**src/rtl/los_pkg.sv**
```systemverilog
package los_pkg;

    // ************************************************************
    // widths and timing
    // ************************************************************
    localparam int ADDR_W = 8;
    localparam int DATA_W = 32;
    localparam int FRAME_W = 64;
    localparam int NUM_FILT = 2;
    localparam int NUM_SRC = NUM_FILT + 1;
    localparam int IDX_W = 1;
    localparam int ID_W = 6;
    localparam int DUTY_W = 16;
    localparam int LOS_TIME_MS = 100;
    localparam int CLK_FREQ_KHZ = 200000;
    localparam int LOS_CYCLES_DFLT = LOS_TIME_MS * CLK_FREQ_KHZ;

    // ************************************************************
    // register offsets
    // ************************************************************
    localparam logic [ADDR_W-1:0] REG_CTRL = 8'h00;
    localparam logic [ADDR_W-1:0] REG_LIM_SRC = 8'h04;
    localparam logic [ADDR_W-1:0] REG_FILT0 = 8'h08;
    localparam logic [ADDR_W-1:0] REG_FILT1 = 8'h0c;
    localparam logic [ADDR_W-1:0] REG_FB_SEL = 8'h10;
    localparam logic [ADDR_W-1:0] REG_STATUS = 8'h14;
    localparam logic [ADDR_W-1:0] REG_MASK = 8'h18;
    localparam logic [ADDR_W-1:0] REG_STATE = 8'h1c;
    localparam logic [ADDR_W-1:0] REG_VAL0_POS = 8'h20;
    localparam logic [ADDR_W-1:0] REG_VAL1_VEL = 8'h2c;
    localparam int VAL_HALF_BIT = 2;
    localparam int VAL_IDX_BIT = 3;

    // ************************************************************
    // field positions and reset values
    // ************************************************************
    localparam int CTRL_INHIBIT_BIT = 0;
    localparam int CFG_ID_LSB = 8;
    localparam int ST_LIM_LOSS = 0;
    localparam int ST_LIM_FAULT = 3;
    localparam int ST_W = 4;
    localparam int VEL_LSB = 32;
    localparam int AXIS_W = 16;
    localparam int LIM_FWD_BIT = 0;
    localparam int LIM_REV_BIT = 1;
    localparam logic RST_INHIBIT = 1'b0;
    localparam logic [ST_W-1:0] RST_MASK = 4'h0;

    // ************************************************************
    // enumerations
    // ************************************************************
    typedef enum logic [1:0] {
        LIM_LOCAL = 2'b00,
        LIM_REMOTE_CTRL = 2'b01,
        LIM_REMOTE_IO = 2'b10
    } lim_type_e;

    typedef enum logic [1:0] {
        FB_LOCAL = 2'b00,
        FB_REMOTE0 = 2'b01,
        FB_REMOTE1 = 2'b10
    } fb_e;

    typedef enum logic [3:0] {
        SRC_OFF = 4'b0000,
        SRC_CTRL_SENSOR = 4'b0001,
        SRC_IMU_YAW = 4'b0010,
        SRC_IMU_PITCH = 4'b0011,
        SRC_IMU_ROLL = 4'b0100,
        SRC_CIMU_YAW = 4'b0101,
        SRC_CIMU_PITCH = 4'b0110,
        SRC_CIMU_ROLL = 4'b0111,
        SRC_IO_QUAD = 4'b1000,
        SRC_IO_PWM0 = 4'b1001,
        SRC_IO_PWM1 = 4'b1010,
        SRC_IO_PWM2 = 4'b1011,
        SRC_IO_PWM3 = 4'b1100
    } src_e;

    typedef enum logic [2:0] {
        FK_CTRL_STAT = 3'b000,
        FK_CTRL_IMU = 3'b001,
        FK_IMU = 3'b010,
        FK_IO_QUAD = 3'b011,
        FK_IO_PWM = 3'b100,
        FK_CTRL_LIM = 3'b101,
        FK_IO_LIM = 3'b110
    } fkind_e;

    typedef struct packed {
        logic hit;
        logic has_vel;
        logic [DATA_W-1:0] pos;
        logic [DATA_W-1:0] vel;
    } dec_s;

endpackage

```
**src/rtl/store_if.sv**
```systemverilog
`timescale 1ns/1ps
interface store_if;
    import los_pkg::*;
    logic [NUM_FILT-1:0] wr_en;
    logic [NUM_FILT-1:0] wr_vel_en;
    logic [NUM_FILT-1:0][DATA_W-1:0] wr_pos;
    logic [NUM_FILT-1:0][DATA_W-1:0] wr_vel;
    logic [IDX_W-1:0] rd_a_idx;
    logic [IDX_W-1:0] rd_b_idx;
    logic [2*DATA_W-1:0] rd_a_q;
    logic [2*DATA_W-1:0] rd_b_q;
    modport owner(output wr_en, wr_vel_en, wr_pos, wr_vel, rd_a_idx,
        rd_b_idx, input rd_a_q, rd_b_q);
    modport store(input wr_en, wr_vel_en, wr_pos, wr_vel, rd_a_idx,
        rd_b_idx, output rd_a_q, rd_b_q);
endinterface

```
**src/rtl/remote_sensor_los_supervisor.sv**
```systemverilog
`timescale 1ns/1ps
module remote_sensor_los_supervisor #(
    parameter int LOS_CYCLES = los_pkg::LOS_CYCLES_DFLT
) (
    input wire logic clk,
    input wire logic rst_n,
    input wire logic [los_pkg::ADDR_W-1:0] addr,
    input wire logic [los_pkg::DATA_W-1:0] wr_data,
    input wire logic wr_en,
    input wire logic rd_en,
    output logic [los_pkg::DATA_W-1:0] rd_data,
    input wire logic frame_valid,
    input wire los_pkg::fkind_e frame_kind,
    input wire logic [los_pkg::ID_W-1:0] frame_id,
    input wire logic [los_pkg::FRAME_W-1:0] frame_data,
    input wire logic forward_limit_input,
    input wire logic reverse_limit_input,
    input wire logic [los_pkg::DUTY_W-1:0] target_duty,
    input wire logic [los_pkg::DATA_W-1:0] local_pos,
    input wire logic [los_pkg::DATA_W-1:0] local_vel,
    output logic [los_pkg::DUTY_W-1:0] motor_duty_out,
    output logic fwd_limit_active,
    output logic rev_limit_active,
    output logic signal_loss_fault,
    output logic limit_fault,
    output logic [los_pkg::DATA_W-1:0] sel_pos,
    output logic [los_pkg::DATA_W-1:0] sel_vel,
    output logic irq
);
    import los_pkg::*;

    localparam int CNT_W = $clog2(LOS_CYCLES + 1);
    localparam logic [CNT_W-1:0] CNT_LAST = CNT_W'(LOS_CYCLES - 1);

    // ************************************************************
    // state
    // ************************************************************
    typedef struct packed {
        logic inhibit;
        lim_type_e lim_type;
        logic [ID_W-1:0] lim_id;
        logic [NUM_FILT-1:0][3:0] filt_src;
        logic [NUM_FILT-1:0][ID_W-1:0] filt_id;
        fb_e fb_choice;
        logic [ST_W-1:0] status;
        logic [ST_W-1:0] mask;
        logic [NUM_SRC-1:0][CNT_W-1:0] tmr;
        logic [NUM_SRC-1:0] lost;
        logic fwd;
        logic rev;
        logic [DUTY_W-1:0] duty;
        logic los_fault;
        logic lim_fault;
        logic irq;
        logic [DATA_W-1:0] rd_data;
        logic rd_mem;
        logic rd_hi;
        logic [DATA_W-1:0] sel_pos;
        logic [DATA_W-1:0] sel_vel;
    } sup_s;

    sup_s q_ff;
    sup_s nxt_q;
    dec_s [NUM_FILT-1:0] dec;
    logic [NUM_SRC-1:0] src_active;
    logic [NUM_SRC-1:0] src_hit;
    logic lim_remote;
    logic lim_hit;
    logic force_neutral;
    logic [ST_W-1:0] ev;
    store_if st ();

    // ************************************************************
    // frame decoding
    // ************************************************************
    function automatic logic [DATA_W-1:0] sext_axis(
        input logic [FRAME_W-1:0] data,
        input int lsb
    );
        logic [AXIS_W-1:0] f;
        f = data[lsb +: AXIS_W];
        return {{(DATA_W - AXIS_W){f[AXIS_W-1]}}, f};
    endfunction

    function automatic dec_s decode(
        input logic [3:0] src,
        input logic [ID_W-1:0] id,
        input logic valid,
        input fkind_e kind,
        input logic [ID_W-1:0] fid,
        input logic [FRAME_W-1:0] data
    );
        dec_s d;
        d = '0;
        d.pos = data[DATA_W-1:0];
        d.vel = data[VEL_LSB +: DATA_W];
        case (src)
            SRC_CTRL_SENSOR: begin
                d.hit = (kind == FK_CTRL_STAT);
                d.has_vel = 1'b1;
            end
            SRC_IMU_YAW, SRC_IMU_PITCH, SRC_IMU_ROLL: begin
                d.hit = (kind == FK_IMU);
                d.pos = sext_axis(data, AXIS_W * int'(src - SRC_IMU_YAW));
            end
            SRC_CIMU_YAW, SRC_CIMU_PITCH, SRC_CIMU_ROLL: begin
                d.hit = (kind == FK_CTRL_IMU);
                d.pos = sext_axis(data, AXIS_W * int'(src - SRC_CIMU_YAW));
            end
            SRC_IO_QUAD: begin
                d.hit = (kind == FK_IO_QUAD);
                d.has_vel = 1'b1;
            end
            SRC_IO_PWM0, SRC_IO_PWM1, SRC_IO_PWM2, SRC_IO_PWM3: begin
                d.hit = (kind == FK_IO_PWM);
                d.pos = sext_axis(data, AXIS_W * int'(src - SRC_IO_PWM0));
            end
            default: begin
                d.hit = 1'b0;
            end
        endcase
        d.hit = d.hit && valid && (fid == id);
        return d;
    endfunction

    generate
        for (genvar g = 0; g < NUM_FILT; g++) begin : g_filt
            assign dec[g] = decode(q_ff.filt_src[g], q_ff.filt_id[g],
                frame_valid, frame_kind, frame_id, frame_data);
            assign src_active[g+1] = (q_ff.filt_src[g] != SRC_OFF);
            assign src_hit[g+1] = dec[g].hit;
            assign st.wr_en[g] = dec[g].hit;
            assign st.wr_vel_en[g] = dec[g].hit && dec[g].has_vel;
            assign st.wr_pos[g] = dec[g].pos;
            assign st.wr_vel[g] = dec[g].vel;
        end
    endgenerate

    assign lim_remote = (q_ff.lim_type != LIM_LOCAL);
    assign lim_hit = frame_valid && (frame_id == q_ff.lim_id) &&
        ((q_ff.lim_type == LIM_REMOTE_CTRL && frame_kind == FK_CTRL_LIM) ||
         (q_ff.lim_type == LIM_REMOTE_IO && frame_kind == FK_IO_LIM));
    assign src_active[0] = lim_remote;
    assign src_hit[0] = lim_hit;
    assign force_neutral = lim_remote && q_ff.lost[0] && !q_ff.inhibit;

    // ************************************************************
    // value store: port a serves software reads, port b feedback
    // ************************************************************
    assign st.rd_a_idx = addr[VAL_IDX_BIT];
    assign st.rd_b_idx = IDX_W'(q_ff.fb_choice == FB_REMOTE1);

    filter_store u_store (
        .clk(clk),
        .rst_n(rst_n),
        .st(st)
    );

    // ************************************************************
    // next state
    // ************************************************************
    always_comb begin
        nxt_q = q_ff;
        // loss timers: index 0 is the limit source, then the filters
        for (int i = 0; i < NUM_SRC; i++) begin
            if (!src_active[i] || src_hit[i]) begin
                nxt_q.tmr[i] = '0;
                nxt_q.lost[i] = 1'b0;
            end else if (!q_ff.lost[i]) begin
                if (q_ff.tmr[i] == CNT_LAST) begin
                    nxt_q.lost[i] = 1'b1;
                end else begin
                    nxt_q.tmr[i] = q_ff.tmr[i] + 1'b1;
                end
            end
        end
        // a lost remote limit source keeps its last reported pins
        if (!lim_remote) begin
            nxt_q.fwd = forward_limit_input;
            nxt_q.rev = reverse_limit_input;
        end else if (lim_hit) begin
            nxt_q.fwd = frame_data[LIM_FWD_BIT];
            nxt_q.rev = frame_data[LIM_REV_BIT];
        end
        nxt_q.duty = force_neutral ? '0 : target_duty;
        nxt_q.los_fault = |q_ff.lost;
        nxt_q.lim_fault = force_neutral && (target_duty != '0);
        if (q_ff.fb_choice == FB_LOCAL) begin
            nxt_q.sel_pos = local_pos;
            nxt_q.sel_vel = local_vel;
        end else begin
            nxt_q.sel_pos = st.rd_b_q[DATA_W-1:0];
            nxt_q.sel_vel = st.rd_b_q[VEL_LSB +: DATA_W];
        end
        // register writes
        ev = {nxt_q.lim_fault & ~q_ff.lim_fault, nxt_q.lost & ~q_ff.lost};
        if (wr_en) begin
            if (addr == REG_CTRL) begin
                nxt_q.inhibit = wr_data[CTRL_INHIBIT_BIT];
            end else if (addr == REG_LIM_SRC) begin
                nxt_q.lim_type = lim_type_e'(wr_data[1:0]);
                nxt_q.lim_id = wr_data[CFG_ID_LSB +: ID_W];
            end else if (addr == REG_FILT0 || addr == REG_FILT1) begin
                nxt_q.filt_src[addr[2]] = wr_data[3:0];
                nxt_q.filt_id[addr[2]] = wr_data[CFG_ID_LSB +: ID_W];
            end else if (addr == REG_FB_SEL) begin
                nxt_q.fb_choice = fb_e'(wr_data[1:0]);
            end else if (addr == REG_STATUS) begin
                nxt_q.status = q_ff.status & ~wr_data[ST_W-1:0];
            end else if (addr == REG_MASK) begin
                nxt_q.mask = wr_data[ST_W-1:0];
            end
        end
        // a new event wins over a clear in the same cycle
        nxt_q.status = nxt_q.status | ev;
        nxt_q.irq = |(nxt_q.status & nxt_q.mask);
        // register reads
        nxt_q.rd_data = '0;
        nxt_q.rd_mem = 1'b0;
        nxt_q.rd_hi = addr[VAL_HALF_BIT];
        if (rd_en) begin
            if (addr == REG_CTRL) begin
                nxt_q.rd_data[CTRL_INHIBIT_BIT] = q_ff.inhibit;
            end else if (addr == REG_LIM_SRC) begin
                nxt_q.rd_data[1:0] = q_ff.lim_type;
                nxt_q.rd_data[CFG_ID_LSB +: ID_W] = q_ff.lim_id;
            end else if (addr == REG_FILT0 || addr == REG_FILT1) begin
                nxt_q.rd_data[3:0] = q_ff.filt_src[addr[2]];
                nxt_q.rd_data[CFG_ID_LSB +: ID_W] = q_ff.filt_id[addr[2]];
            end else if (addr == REG_FB_SEL) begin
                nxt_q.rd_data[1:0] = q_ff.fb_choice;
            end else if (addr == REG_STATUS) begin
                nxt_q.rd_data[ST_W-1:0] = q_ff.status;
            end else if (addr == REG_MASK) begin
                nxt_q.rd_data[ST_W-1:0] = q_ff.mask;
            end else if (addr == REG_STATE) begin
                nxt_q.rd_data[7:0] = {q_ff.rev, q_ff.fwd, force_neutral,
                    q_ff.lim_fault, q_ff.los_fault, q_ff.lost};
            end else if (addr >= REG_VAL0_POS && addr <= REG_VAL1_VEL &&
                         addr[1:0] == 2'h0) begin
                nxt_q.rd_mem = 1'b1;
            end
        end
    end

    always_ff @(posedge clk) begin
        if (!rst_n) begin
            q_ff <= '0;
            q_ff.inhibit <= RST_INHIBIT;
            q_ff.lim_type <= LIM_LOCAL;
            q_ff.fb_choice <= FB_LOCAL;
            q_ff.mask <= RST_MASK;
        end else begin
            q_ff <= nxt_q;
        end
    end

    // ************************************************************
    // outputs
    // ************************************************************
    // value words come straight from the store's read register
    assign rd_data = !q_ff.rd_mem ? q_ff.rd_data :
        (q_ff.rd_hi ? st.rd_a_q[VEL_LSB +: DATA_W] : st.rd_a_q[DATA_W-1:0]);
    assign motor_duty_out = q_ff.duty;
    assign fwd_limit_active = q_ff.fwd;
    assign rev_limit_active = q_ff.rev;
    assign signal_loss_fault = q_ff.los_fault;
    assign limit_fault = q_ff.lim_fault;
    assign sel_pos = q_ff.sel_pos;
    assign sel_vel = q_ff.sel_vel;
    assign irq = q_ff.irq;
endmodule

```
**src/rtl/filter_store.sv**
```systemverilog
`timescale 1ns/1ps
module filter_store (
    input wire logic clk,
    input wire logic rst_n,
    store_if.store st
);
    import los_pkg::*;

    // ************************************************************
    // decoded value words, one {vel,pos} pair per filter
    // ************************************************************
    typedef struct packed {
        logic [NUM_FILT-1:0][2*DATA_W-1:0] mem;
        logic [2*DATA_W-1:0] a_q;
        logic [2*DATA_W-1:0] b_q;
    } store_s;

    store_s q_ff;
    store_s nxt_q;

    always_comb begin
        nxt_q = q_ff;
        for (int i = 0; i < NUM_FILT; i++) begin
            if (st.wr_en[i]) begin
                nxt_q.mem[i][DATA_W-1:0] = st.wr_pos[i];
            end
            // a frame without velocity leaves the old velocity word alone
            if (st.wr_vel_en[i]) begin
                nxt_q.mem[i][2*DATA_W-1:DATA_W] = st.wr_vel[i];
            end
        end
        nxt_q.a_q = q_ff.mem[st.rd_a_idx];
        nxt_q.b_q = q_ff.mem[st.rd_b_idx];
    end

    always_ff @(posedge clk) begin
        if (!rst_n) begin
            q_ff <= '0;
        end else begin
            q_ff <= nxt_q;
        end
    end

    assign st.rd_a_q = q_ff.a_q;
    assign st.rd_b_q = q_ff.b_q;
endmodule

```
**config.mk**
```make
export PLATFORM = sky130hd
export DESIGN_NAME = remote_sensor_los_supervisor
export DESIGN_NICKNAME = d
export VERILOG_FILES = /design/src/rtl/los_pkg.sv /design/src/rtl/store_if.sv /design/src/rtl/remote_sensor_los_supervisor.sv /design/src/rtl/filter_store.sv
export SDC_FILE = /design/constraint.sdc
export NUM_CORES = 1
export LEC_CHECK = 0
export ABC_AREA = 1
export ABC_CLOCK_PERIOD_IN_PS = 2050
export BUFFER_PORTS_ARGS = -buffer_cell sky130_fd_sc_hd__buf_4
export CAP_MARGIN = 25
export CORE_MARGIN = 1.5
export CORE_UTILIZATION = 49
export CTS_CLUSTER_SIZE = 30
export DETAILED_ROUTE_END_ITERATION = 8
export HOLD_SLACK_MARGIN = 0.08
export PLACE_DENSITY = 0.73
export REMOVE_ABC_BUFFERS = 1
export SYNTH_ARGS = -nofsm -noshare
export SYNTH_HDL_FRONTEND = slang
export SYNTH_SLANG_ARGS = --single-unit
```
**constraint.sdc**
```tcl
create_clock -name clk -period 2.05 [get_ports clk]
set_input_delay 0.1025 -clock clk [delete_from_list [all_inputs] [get_ports clk]]
set_output_delay 0.1025 -clock clk [all_outputs]
set_load 0.05 [all_outputs]
```
Word level (Yosys, flattened, before mapping)
Index checks and enable logic that the tools add are counted.
- add/sub/neg operators: 9
- $mul: 0
- div/mod/pow operators: 0
- $lt $le $gt $ge: 6
- eq/ne operators: 47
- shift operators: 6
- mux-type cells: 65
- bitwise logic cells: 19
- reductions and logical operators: 59
- operators with widths (operator ; number):
    $shiftx A64 B9 Y16 ; 6
    $mux W64 ; 5
    $pmux W32 S3 ; 2
    $mux W8 ; 13
    $add A25 B1 Y25 const B ; 3
    $eq A25 B25 Y1 const B ; 3
    $mux W32 ; 2
    $mux W4 ; 14
    $eq A4 B4 Y1 const B ; 10
    $mux W6 ; 6
    $eq A4 B3 Y1 const B ; 8
    $eq A8 B5 Y1 const B ; 4
    $eq A6 B6 Y1 ; 3
    $reduce_or A3 Y1 ; 6
    $eq A4 B2 Y1 const B ; 4
    $eq A8 B4 Y1 const B ; 2
    $logic_and A1 B1 Y1 ; 16
    $reduce_bool A16 Y1 ; 1
    $reduce_or A4 Y1 ; 4
    $mux W1 ; 13
    $bwmux W12 ; 1
    $not A1 Y1 ; 12
    $reduce_or A2 Y1 ; 6
    $pmux W1 S5 ; 2
    38 further kinds ; 65
- bits in registers: 492
- latch bits: 0
- RAM bits: 0
- ROM bits: 0
- output and inout port bits: 117
- logic and storage cells: 246
- memories: 0

Logic depth before layout (Yosys ltp)
Gate-level depths: netlist of run 1.
- depth in word-level cells: 20
- depth in mapped cells: 18
- depth with buffers taken out: 15

Hierarchy
Synthesis of run 1 repeated with hierarchy kept, for this count alone.
- cells, all modules: 3922
- area total of the unflattened synthesis: 25535.7 sq um
- by module, submodules not included (module ; instances ; cells an instance ; area an instance (sq um)):
    remote_sensor_los_supervisor ; 1 ; 2238 ; 14431.3
    filter_store ; 1 ; 1684 ; 11104.4

Worst setup path before layout of run 1
No wires, ideal clock.
- path kind: reg-to-reg
- from: register q_ff[219] in the netlist's numbering
- to: register u_store.q_ff[164] in the netlist's numbering
- setup time: 0.119 ns
- data arrival time: 2.143 ns
- required time: 1.931 ns
- slack: -0.212 ns
- cell stages (with the launch flop): 16
- period minus slack after synthesis: 2.262 ns
- path through: dfxtp_1 -> buf_2 -> inv_1 -> clkbuf_1 -> buf_2 -> ha_1 -> nand2_1 -> o21ai_2 -> nand2_1 -> nand3_2 -> nand2_4 -> inv_2 -> nand2_4 -> buf_6 -> o21ai_1 -> a21oi_1
- cells in the longest elaborated chain, start to end: 6
- elaborated cells on any way between the ends: 21
- ends and longest elaborated chain (what ; RTL line ; source):
    start: declaration ; remote_sensor_los_supervisor.sv:62 ; sup_s q_ff;
    start signal: assignment ; remote_sensor_los_supervisor.sv:254 ; q_ff <= nxt_q;
    $eq A4 B4 Y1, or another cell as far along ; remote_sensor_los_supervisor.sv:97 ; case (src)
    $reduce_or A4 Y1 or $reduce_or A3 Y1 (tied branches) ; remote_sensor_los_supervisor.sv:97 ;
    $pmux W1 S5 ; remote_sensor_los_supervisor.sv:97 ;
    $logic_and A1 B1 Y1 (2 in series) ; remote_sensor_los_supervisor.sv:122 ; d.hit = d.hit && valid && (fid == id);
    $logic_and A1 B1 Y1 * ; remote_sensor_los_supervisor.sv:133 ; assign st.wr_vel_en[g] = dec[g].hit && dec[g].has_vel;
    end signal: assignment ; filter_store.sv:40 ; q_ff <= nxt_q;
    end: declaration ; filter_store.sv:18 ; store_s q_ff;
Mark *: on every way between the ends. The rest lies on a longest branch, timed or not.
A chain may end at the register's enable or synchronous reset.

Worst setup path in the final report of run 1
- from: register q_ff[65] in the netlist's numbering
- to: output port rd_data[11] in the netlist's numbering
- cells in the longest elaborated chain, start to end: 1
- ends and longest elaborated chain (what ; RTL line ; source):
    $mux W32 ; remote_sensor_los_supervisor.sv:262 ; assign rd_data = !q_ff.rd_mem ? q_ff.rd_data :
    end: declaration ; remote_sensor_los_supervisor.sv:11 ; output logic [los_pkg::DATA_W-1:0] rd_data,
Every way passes these cells.

==> results of run 1 <==
power by group through the flow:
stage                     logic (W)  registers [W]  clock network, W
after CTS                   0.00176        0.00940           0.00920
after detailed placement    0.00149        0.00960                 0
after floorplan            0.000383        0.00991                 0
final                       0.00181        0.00939           0.00908
after global routing        0.00192        0.00940           0.00960
after global placement      0.00146        0.00960                 0
registers in the layout, summed over array words and instances, names as in the netlist:
signal / count
signal_loss_fault: 1
sel_vel: 32
q_ff: 133
u_store.st.rd_b_q: 64
rev_limit_active: 1
motor_duty_out: 16
irq: 1
u_store.st.rd_a_q: 64
limit_fault: 1
fwd_limit_active: 1
u_store.q_ff: 128
sel_pos: 32
worst max-delay path by stage:
stage,startpoint,endpoint,slack (ns)
after CTS,q_ff[223],u_store.q_ff[243],0.007
after global routing,q_ff[223],u_store.q_ff[252],-0.04
after detailed placement,q_ff[219],u_store.q_ff[140],0.03
final,q_ff[65],rd_data[11],0.03
after global placement,q_ff[219],u_store.q_ff[142],0.1
after floorplan,q_ff[206],u_store.st.rd_b_q[0],-2.45
through the flow:
stage / TNS, ns / hold WS, ns / std cells
after floorplan: -519.51 / 0.178 / 2918
after global placement: 0 / 0.292 / 3906
after CTS: 0 / 0.0822 / 4169
final: 0 / 0.110 / 4194
after global routing: -0.212 / 0.145 / 4194
after detailed placement: 0 / 0.299 / 3906
layer usage:
layer	track usage, %	vias up	wire, um
li1	-	11300	-
met1	37.4	10800	30300
met2	50.0	1174	35200
met3	4.67	243	6460
met4	13.1	2	3500
met5	0	-	13
final cells by class:
| class | instances | area (um2) |
|---|---|---|
| tap | 600 | 751 |
| sequential | 474 | 9510 |
| multi-input combinational | 2135 | 10500 |
| antenna | 3 | 7.51 |
| timing repair buffer | 583 | 5300 |
| clock inverter | 17 | 190 |
| fill | 3781 | 16500 |
| clock buffer | 73 | 1440 |
| inverter | 309 | 1180 |
placed cells by master, fill, tap and decap left out, types with 9 or more instances in the layout:
master	instances
o21ai_0	557
buf_12	21
xnor2_1	20
a21oi_1	460
inv_1	289
clkbuf_1	13
o21ai_1	60
inv_2	13
dfxtp_1	467
ha_1	13
nor4_1	14
nor2_1	453
buf_6	9
a31oi_1	38
clkbuf_16	60
nor3_1	36
nand3_1	53
buf_4	372
clkbuf_8	11
xor2_1	31
nand4_1	39
nand2_1	279
dlygate4sd3_1	168
critical path: cells and delay by family, from the launching register on:
kind	cells	cell delay, ns
DFF	1	0.43
AOI/OAI and AO/OA	2	0.59
buffers and inverters	1	0.30
kinds of logic (layout without fill, tap and decap cells):
| logic type | Yosys count | in the layout |
|---|---|---|
| compound gates | 1147 | 1147 |
| simple gates | 918 | 918 |
| buf+inv | 586 | 982 |
| flops | 474 | 474 |
| xor+xnor | 51 | 51 |
| fa+ha+maj | 19 | 19 |
| other cells | 0 | 3 |
timing repair:
item | CTS | global route
buffers inserted | 5 | 10
hold endpoints to repair | 264 | 0
endpoints found under the setup margin | 26 | 196
pin swaps | 0 | 8
resized for setup | 24 | 50
hold buffers | 168 | 0
cloned | 0 | 12
==> results.toml, run 1 <==
[sta]
timing.fmax_mhz = 495
period_share_pct = 98.5
skew_ns = 0.0264
slew_viol_final = 0
setup_viol = 0
period_minus_slack_ns = 2.02
finalHoldViolCount = 0
worst_slack_ns = 0.0306
relSlewSlack_pct = 62.4
worst_slew_pin_slew_ns = 0.558
rsz0062_at_grt = "yes"

[power]
max-vdd-ir-drop_mv = 0.671
sw_frac_of_total_pct = 24.4
leakagePower_nw = 11.8
power.density_mw_per_mm2 = 702
p_sw_w = 0.00494
power_w = 0.0203
combPwrFrac_pct = 8.9
clkPwrFrac_pct = 44.8
power_frac_seq_pct = 46.3
p_int_w = 0.0153

[synth]
yosysUniqueCellTypes = 47
synth_top_cell_area_share_pct = 42.2
ys_seq_area_share_pct = 42.2
yosysWarnings = 0
synthMuxAreaShare_pct = 0
ys.flop_type = "dfxtp_1"
synth.most_common_cell = "o21ai_0"
ys_seq_elements = 474
syn-cell-area_mm2 = 0.0225
synth_area_leader_cell = "dfxtp_1"
syn_avg_cell_area_um2 = 7.04
synthTopCellsByCount = "o21ai_0, dfxtp_1, a21oi_1"
syn-instance-count = 3195
yosys-top-cells-area = "dfxtp_1, o21ai_0, a21oi_1, nor2_1, inv_1"
synth_top_family_by_area = "compound AO/OA/AOI/OAI gates"
synthAdderAreaFrac_pct = 1.06
synth_edf_count = 0
synth_compound_area_share_pct = 26.1
synth_xor_area_share_pct = 1.99
yosys.area_share.simple_pct = 17.0
async_reset_ff_share_pct = 0

[min_path]
holdPathStages = 7
hold_start = "addr[6]"
hold_path_class = "input pin to register"
hold_end = "q_ff[205]"

[worst_setup_path]
start_kind = "register"
crit_path_end_kind = "output pin"
path_cells = "o21ai_0, o21ai_0, buf_4"
rr_worst_depth = 14
cp_common_cell = "o21ai_0"
crit_fanout = 8
worst_ep_required_time_ns = 1.95
crit_type = "register to output pin"
critPathSlowestCell = "o21ai_0"
r2r_start = "q_ff[223]"
cp_slowest_stage_delay_ns = 0.47
cp.arrival_ns = 1.92
regToRegEndpoint = "u_store.q_ff[254]"
regToRegSetupSlack_ns = 0.06

[global_routing]
antenna_found_initial = 4
grt_max_degree = 136
grt_pass1_vias = 22000
grt_pass1_wl_mm = 113
grt_use_total_pct = 29.7
grt_overflow = 0

[floorplanning]
rows = 78
initial_core_util_pct = 49.6
die_w_um = 217
die_area_mm2 = 0.0472
io_pins = 317
core_mm2 = 0.0454
fp.dieH_um = 217

[route]
via_count = 23500
drt-pass1-iter-count = 7
ant_nets = 0
drtIter0Drc = 2635
via_per_inst = 5.61
drc_errors = 0
routed_wl_mm = 75.5
post_drt_wl_per_cell_um = 18.0

[cells_and_area]
syn2layout_area_growth_pct = 28.4
utilization_pct = 63.6
drive_gt1_share_pct = 15.6
stdcell_area_mm2 = 0.0289
nNetsFinal = 3772

[cts]
numCtsBuffers = 50
cts-root-buf = "clkbuf_16"
numClockSinks = 474
clk_latency_ns = 0.61
clk_pin_slew_ns = 0.06
tritoncts = "built"
cts_buffer_depth = 3
htreeDepth = 2

[placement]
io_buffers = 294
hpwl_mm = 48.0
pre_cts_ws_ns = 0.0266
place_congestion = 0.948
placedInstanceArea_mm2 = 0.0250

[job]
maxCapViolations = 0

[outcome]
outcome = "complete, no violations"
(Power assumes the default switching activity.)
==> inputs of run 2 (changes only) <==
BUFFER_PORTS_ARGS = -buffer_cell sky130_fd_sc_hd__buf_2   (was -buffer_cell sky130_fd_sc_hd__buf_4)
TNS_END_PERCENT = 100   (was default)
==> run 2 against run 1 <==
Total power grew 2.6%. Sequential power is essentially flat. First-iteration DRC count shrank 12%. Non-clock buffer count grew 10.
==> results.toml, run 2 (same netlist as run 1, synthesis figures left out) <==
[outcome]
outcome = "complete, no violations"

[cells_and_area]
mostFrequentLayoutCell = "o21ai_0"
syn2layout_area_growth_pct = 26.8
top_register = "q_ff"
top_regs = "q_ff: 133 flops, u_store.q_ff: 128 flops"
drive_gt1_share_pct = 15.8
largest_reg_flops = 133
nNetsFinal = 3782
final_cell_mix = "o21ai_0, dfxtp_1, a21oi_1, nor2_1, inv_1"
utilization_pct = 62.9

[global_routing]
grt_use_total_pct = 28.8
grt_pass1_wl_mm = 110
grt_max_degree = 108
grt_pass1_vias = 21100
antenna_found_initial = 7
grt_overflow = 0

[floorplanning]
core_mm2 = 0.0454
initial_core_util_pct = 49.6
io_pins = 317
die_w_um = 217
fp.dieH_um = 217
die_area_mm2 = 0.0472
rows = 78

[route]
drtIter0Drc = 2316
drt-pass1-iter-count = 6
ant_nets = 0
routed_wl_mm = 73.2
post_drt_wl_per_cell_um = 17.4
drc_errors = 0
via_per_inst = 5.48
via_count = 23100

[worst_setup_path]
regToRegSetupSlack_ns = 0.07
crit_path_end_kind = "output pin"
regToRegEndpoint = "u_store.q_ff[238]"
cp.arrival_ns = 1.93
start_kind = "register"
crit_fanout = 16
worst_ep_required_time_ns = 1.95
rr_worst_depth = 14
crit_type = "register to output pin"
r2r_start = "q_ff[223]"

[sta]
timing.fmax_mhz = 493
period_share_pct = 98.9
worst_slew_pin_slew_ns = 0.621
period_minus_slack_ns = 2.03
finalHoldViolCount = 0
setup_viol = 0
skew_ns = 0.0171
slew_viol_final = 0
relSlewSlack_pct = 58.5

[min_path]
holdPathStages = 6
hold_end = "q_ff[235]"
hold_path_class = "input pin to register"
hold_start = "addr[1]"

[placement]
hpwl_mm = 45.6
place_congestion = 0.953
io_buffers = 294

[cts]
cts-root-buf = "clkbuf_16"
clk_latency_ns = 0.60
clk_pin_slew_ns = 0.07
cts_buffer_depth = 3
tritoncts = "built"
numClockSinks = 474
htreeDepth = 2
numCtsBuffers = 50

[job]
maxCapViolations = 0

[power]
leakagePower_nw = 11.8
max-vdd-ir-drop_mv = 0.706
power_w = 0.0208
power.density_mw_per_mm2 = 730
run 2: cell count changes in the layout (fill, tap and decap cells not counted), moves of 6 or more:
cell / delta
buf_6: -6
o21ai_2: +6
dlygate4sd3_1: +16
buf_2: +270
o21ai_1: -9
buf_4: -278
run 2: routing by layer:
metal	up-vias	track usage, %	wire, um	share of wire, %
met5	-	0	57	0.078
met4	10	13.1	3110	4.2
met3	215	4.89	6110	8.3
met2	1016	48.8	34600	47
met1	10500	35.7	29300	40
li1	11300	-	-	-
run 2: layout make-up:
class	instances	area [um2]
inverter	309	1190
multi-input combinational	2135	10600
clock buffer	73	1500
tap	600	751
clock inverter	21	280
sequential	474	9500
fill	3916	16900
antenna	2	5.00
timing repair buffer	593	4730
run 2: worst max-delay path: stages (launching register included):
cell	delay [ns]
dfxtp_1	0.35
buf_8	0.18
clkinvlp_4	0.13
buf_4	0.17
nand2_1	0.13
o21ai_0	0.13
buf_2	0.23
run 2: where the power goes:
group          switching [W]  total, W  internal [W]
clock                0.00390   0.00974       0.00585
combinational        0.00106   0.00168      0.000624
sequential         0.0000380   0.00939       0.00935
total                0.00499    0.0208        0.0158
run 2: repair_timing:
item | in CTS | in global routing
hold buffers | 184 | 0
cloned | 0 | 9
gates resized for setup | 24 | 85
hold endpoints to repair | 298 | 0
endpoints found under the setup margin | 29 | 161
pin swaps | 0 | 9
setup buffers | 3 | 6
run 2: how the worst max path moves through the flow:
stage / start / end / slack (ns) / depth (start not counted)
floorplan: q_ff[206] / u_store.st.rd_b_q[0] / -2.45 / 5
global placement: q_ff[223] / u_store.q_ff[242] / 0.09 / 14
detailed placement: q_ff[223] / u_store.q_ff[245] / 0.05 / 14
CTS: q_ff[223] / u_store.q_ff[242] / 0.001 / 14
global route: q_ff[219] / u_store.q_ff[162] / -0.05 / 14
finish: q_ff[65] / rd_data[8] / 0.02 / 6
run 2: through the flow:
step | setup TNS [ns] | instance area, um2 | cells | hold slack, ns | worst slack (ns)
floorplan | -519.51 | 21000 | 2918 | 0.178 | -2.45
global placement | 0 | 24300 | 3909 | 0.311 | 0.0886
detailed placement | 0 | 24300 | 3910 | 0.319 | 0.0500
CTS | 0 | 28000 | 4191 | 0.0803 | 0.00143
global route | -0.336 | 28500 | 4207 | 0.165 | -0.0460
finish | 0 | 28500 | 4207 | 0.0987 | 0.0222
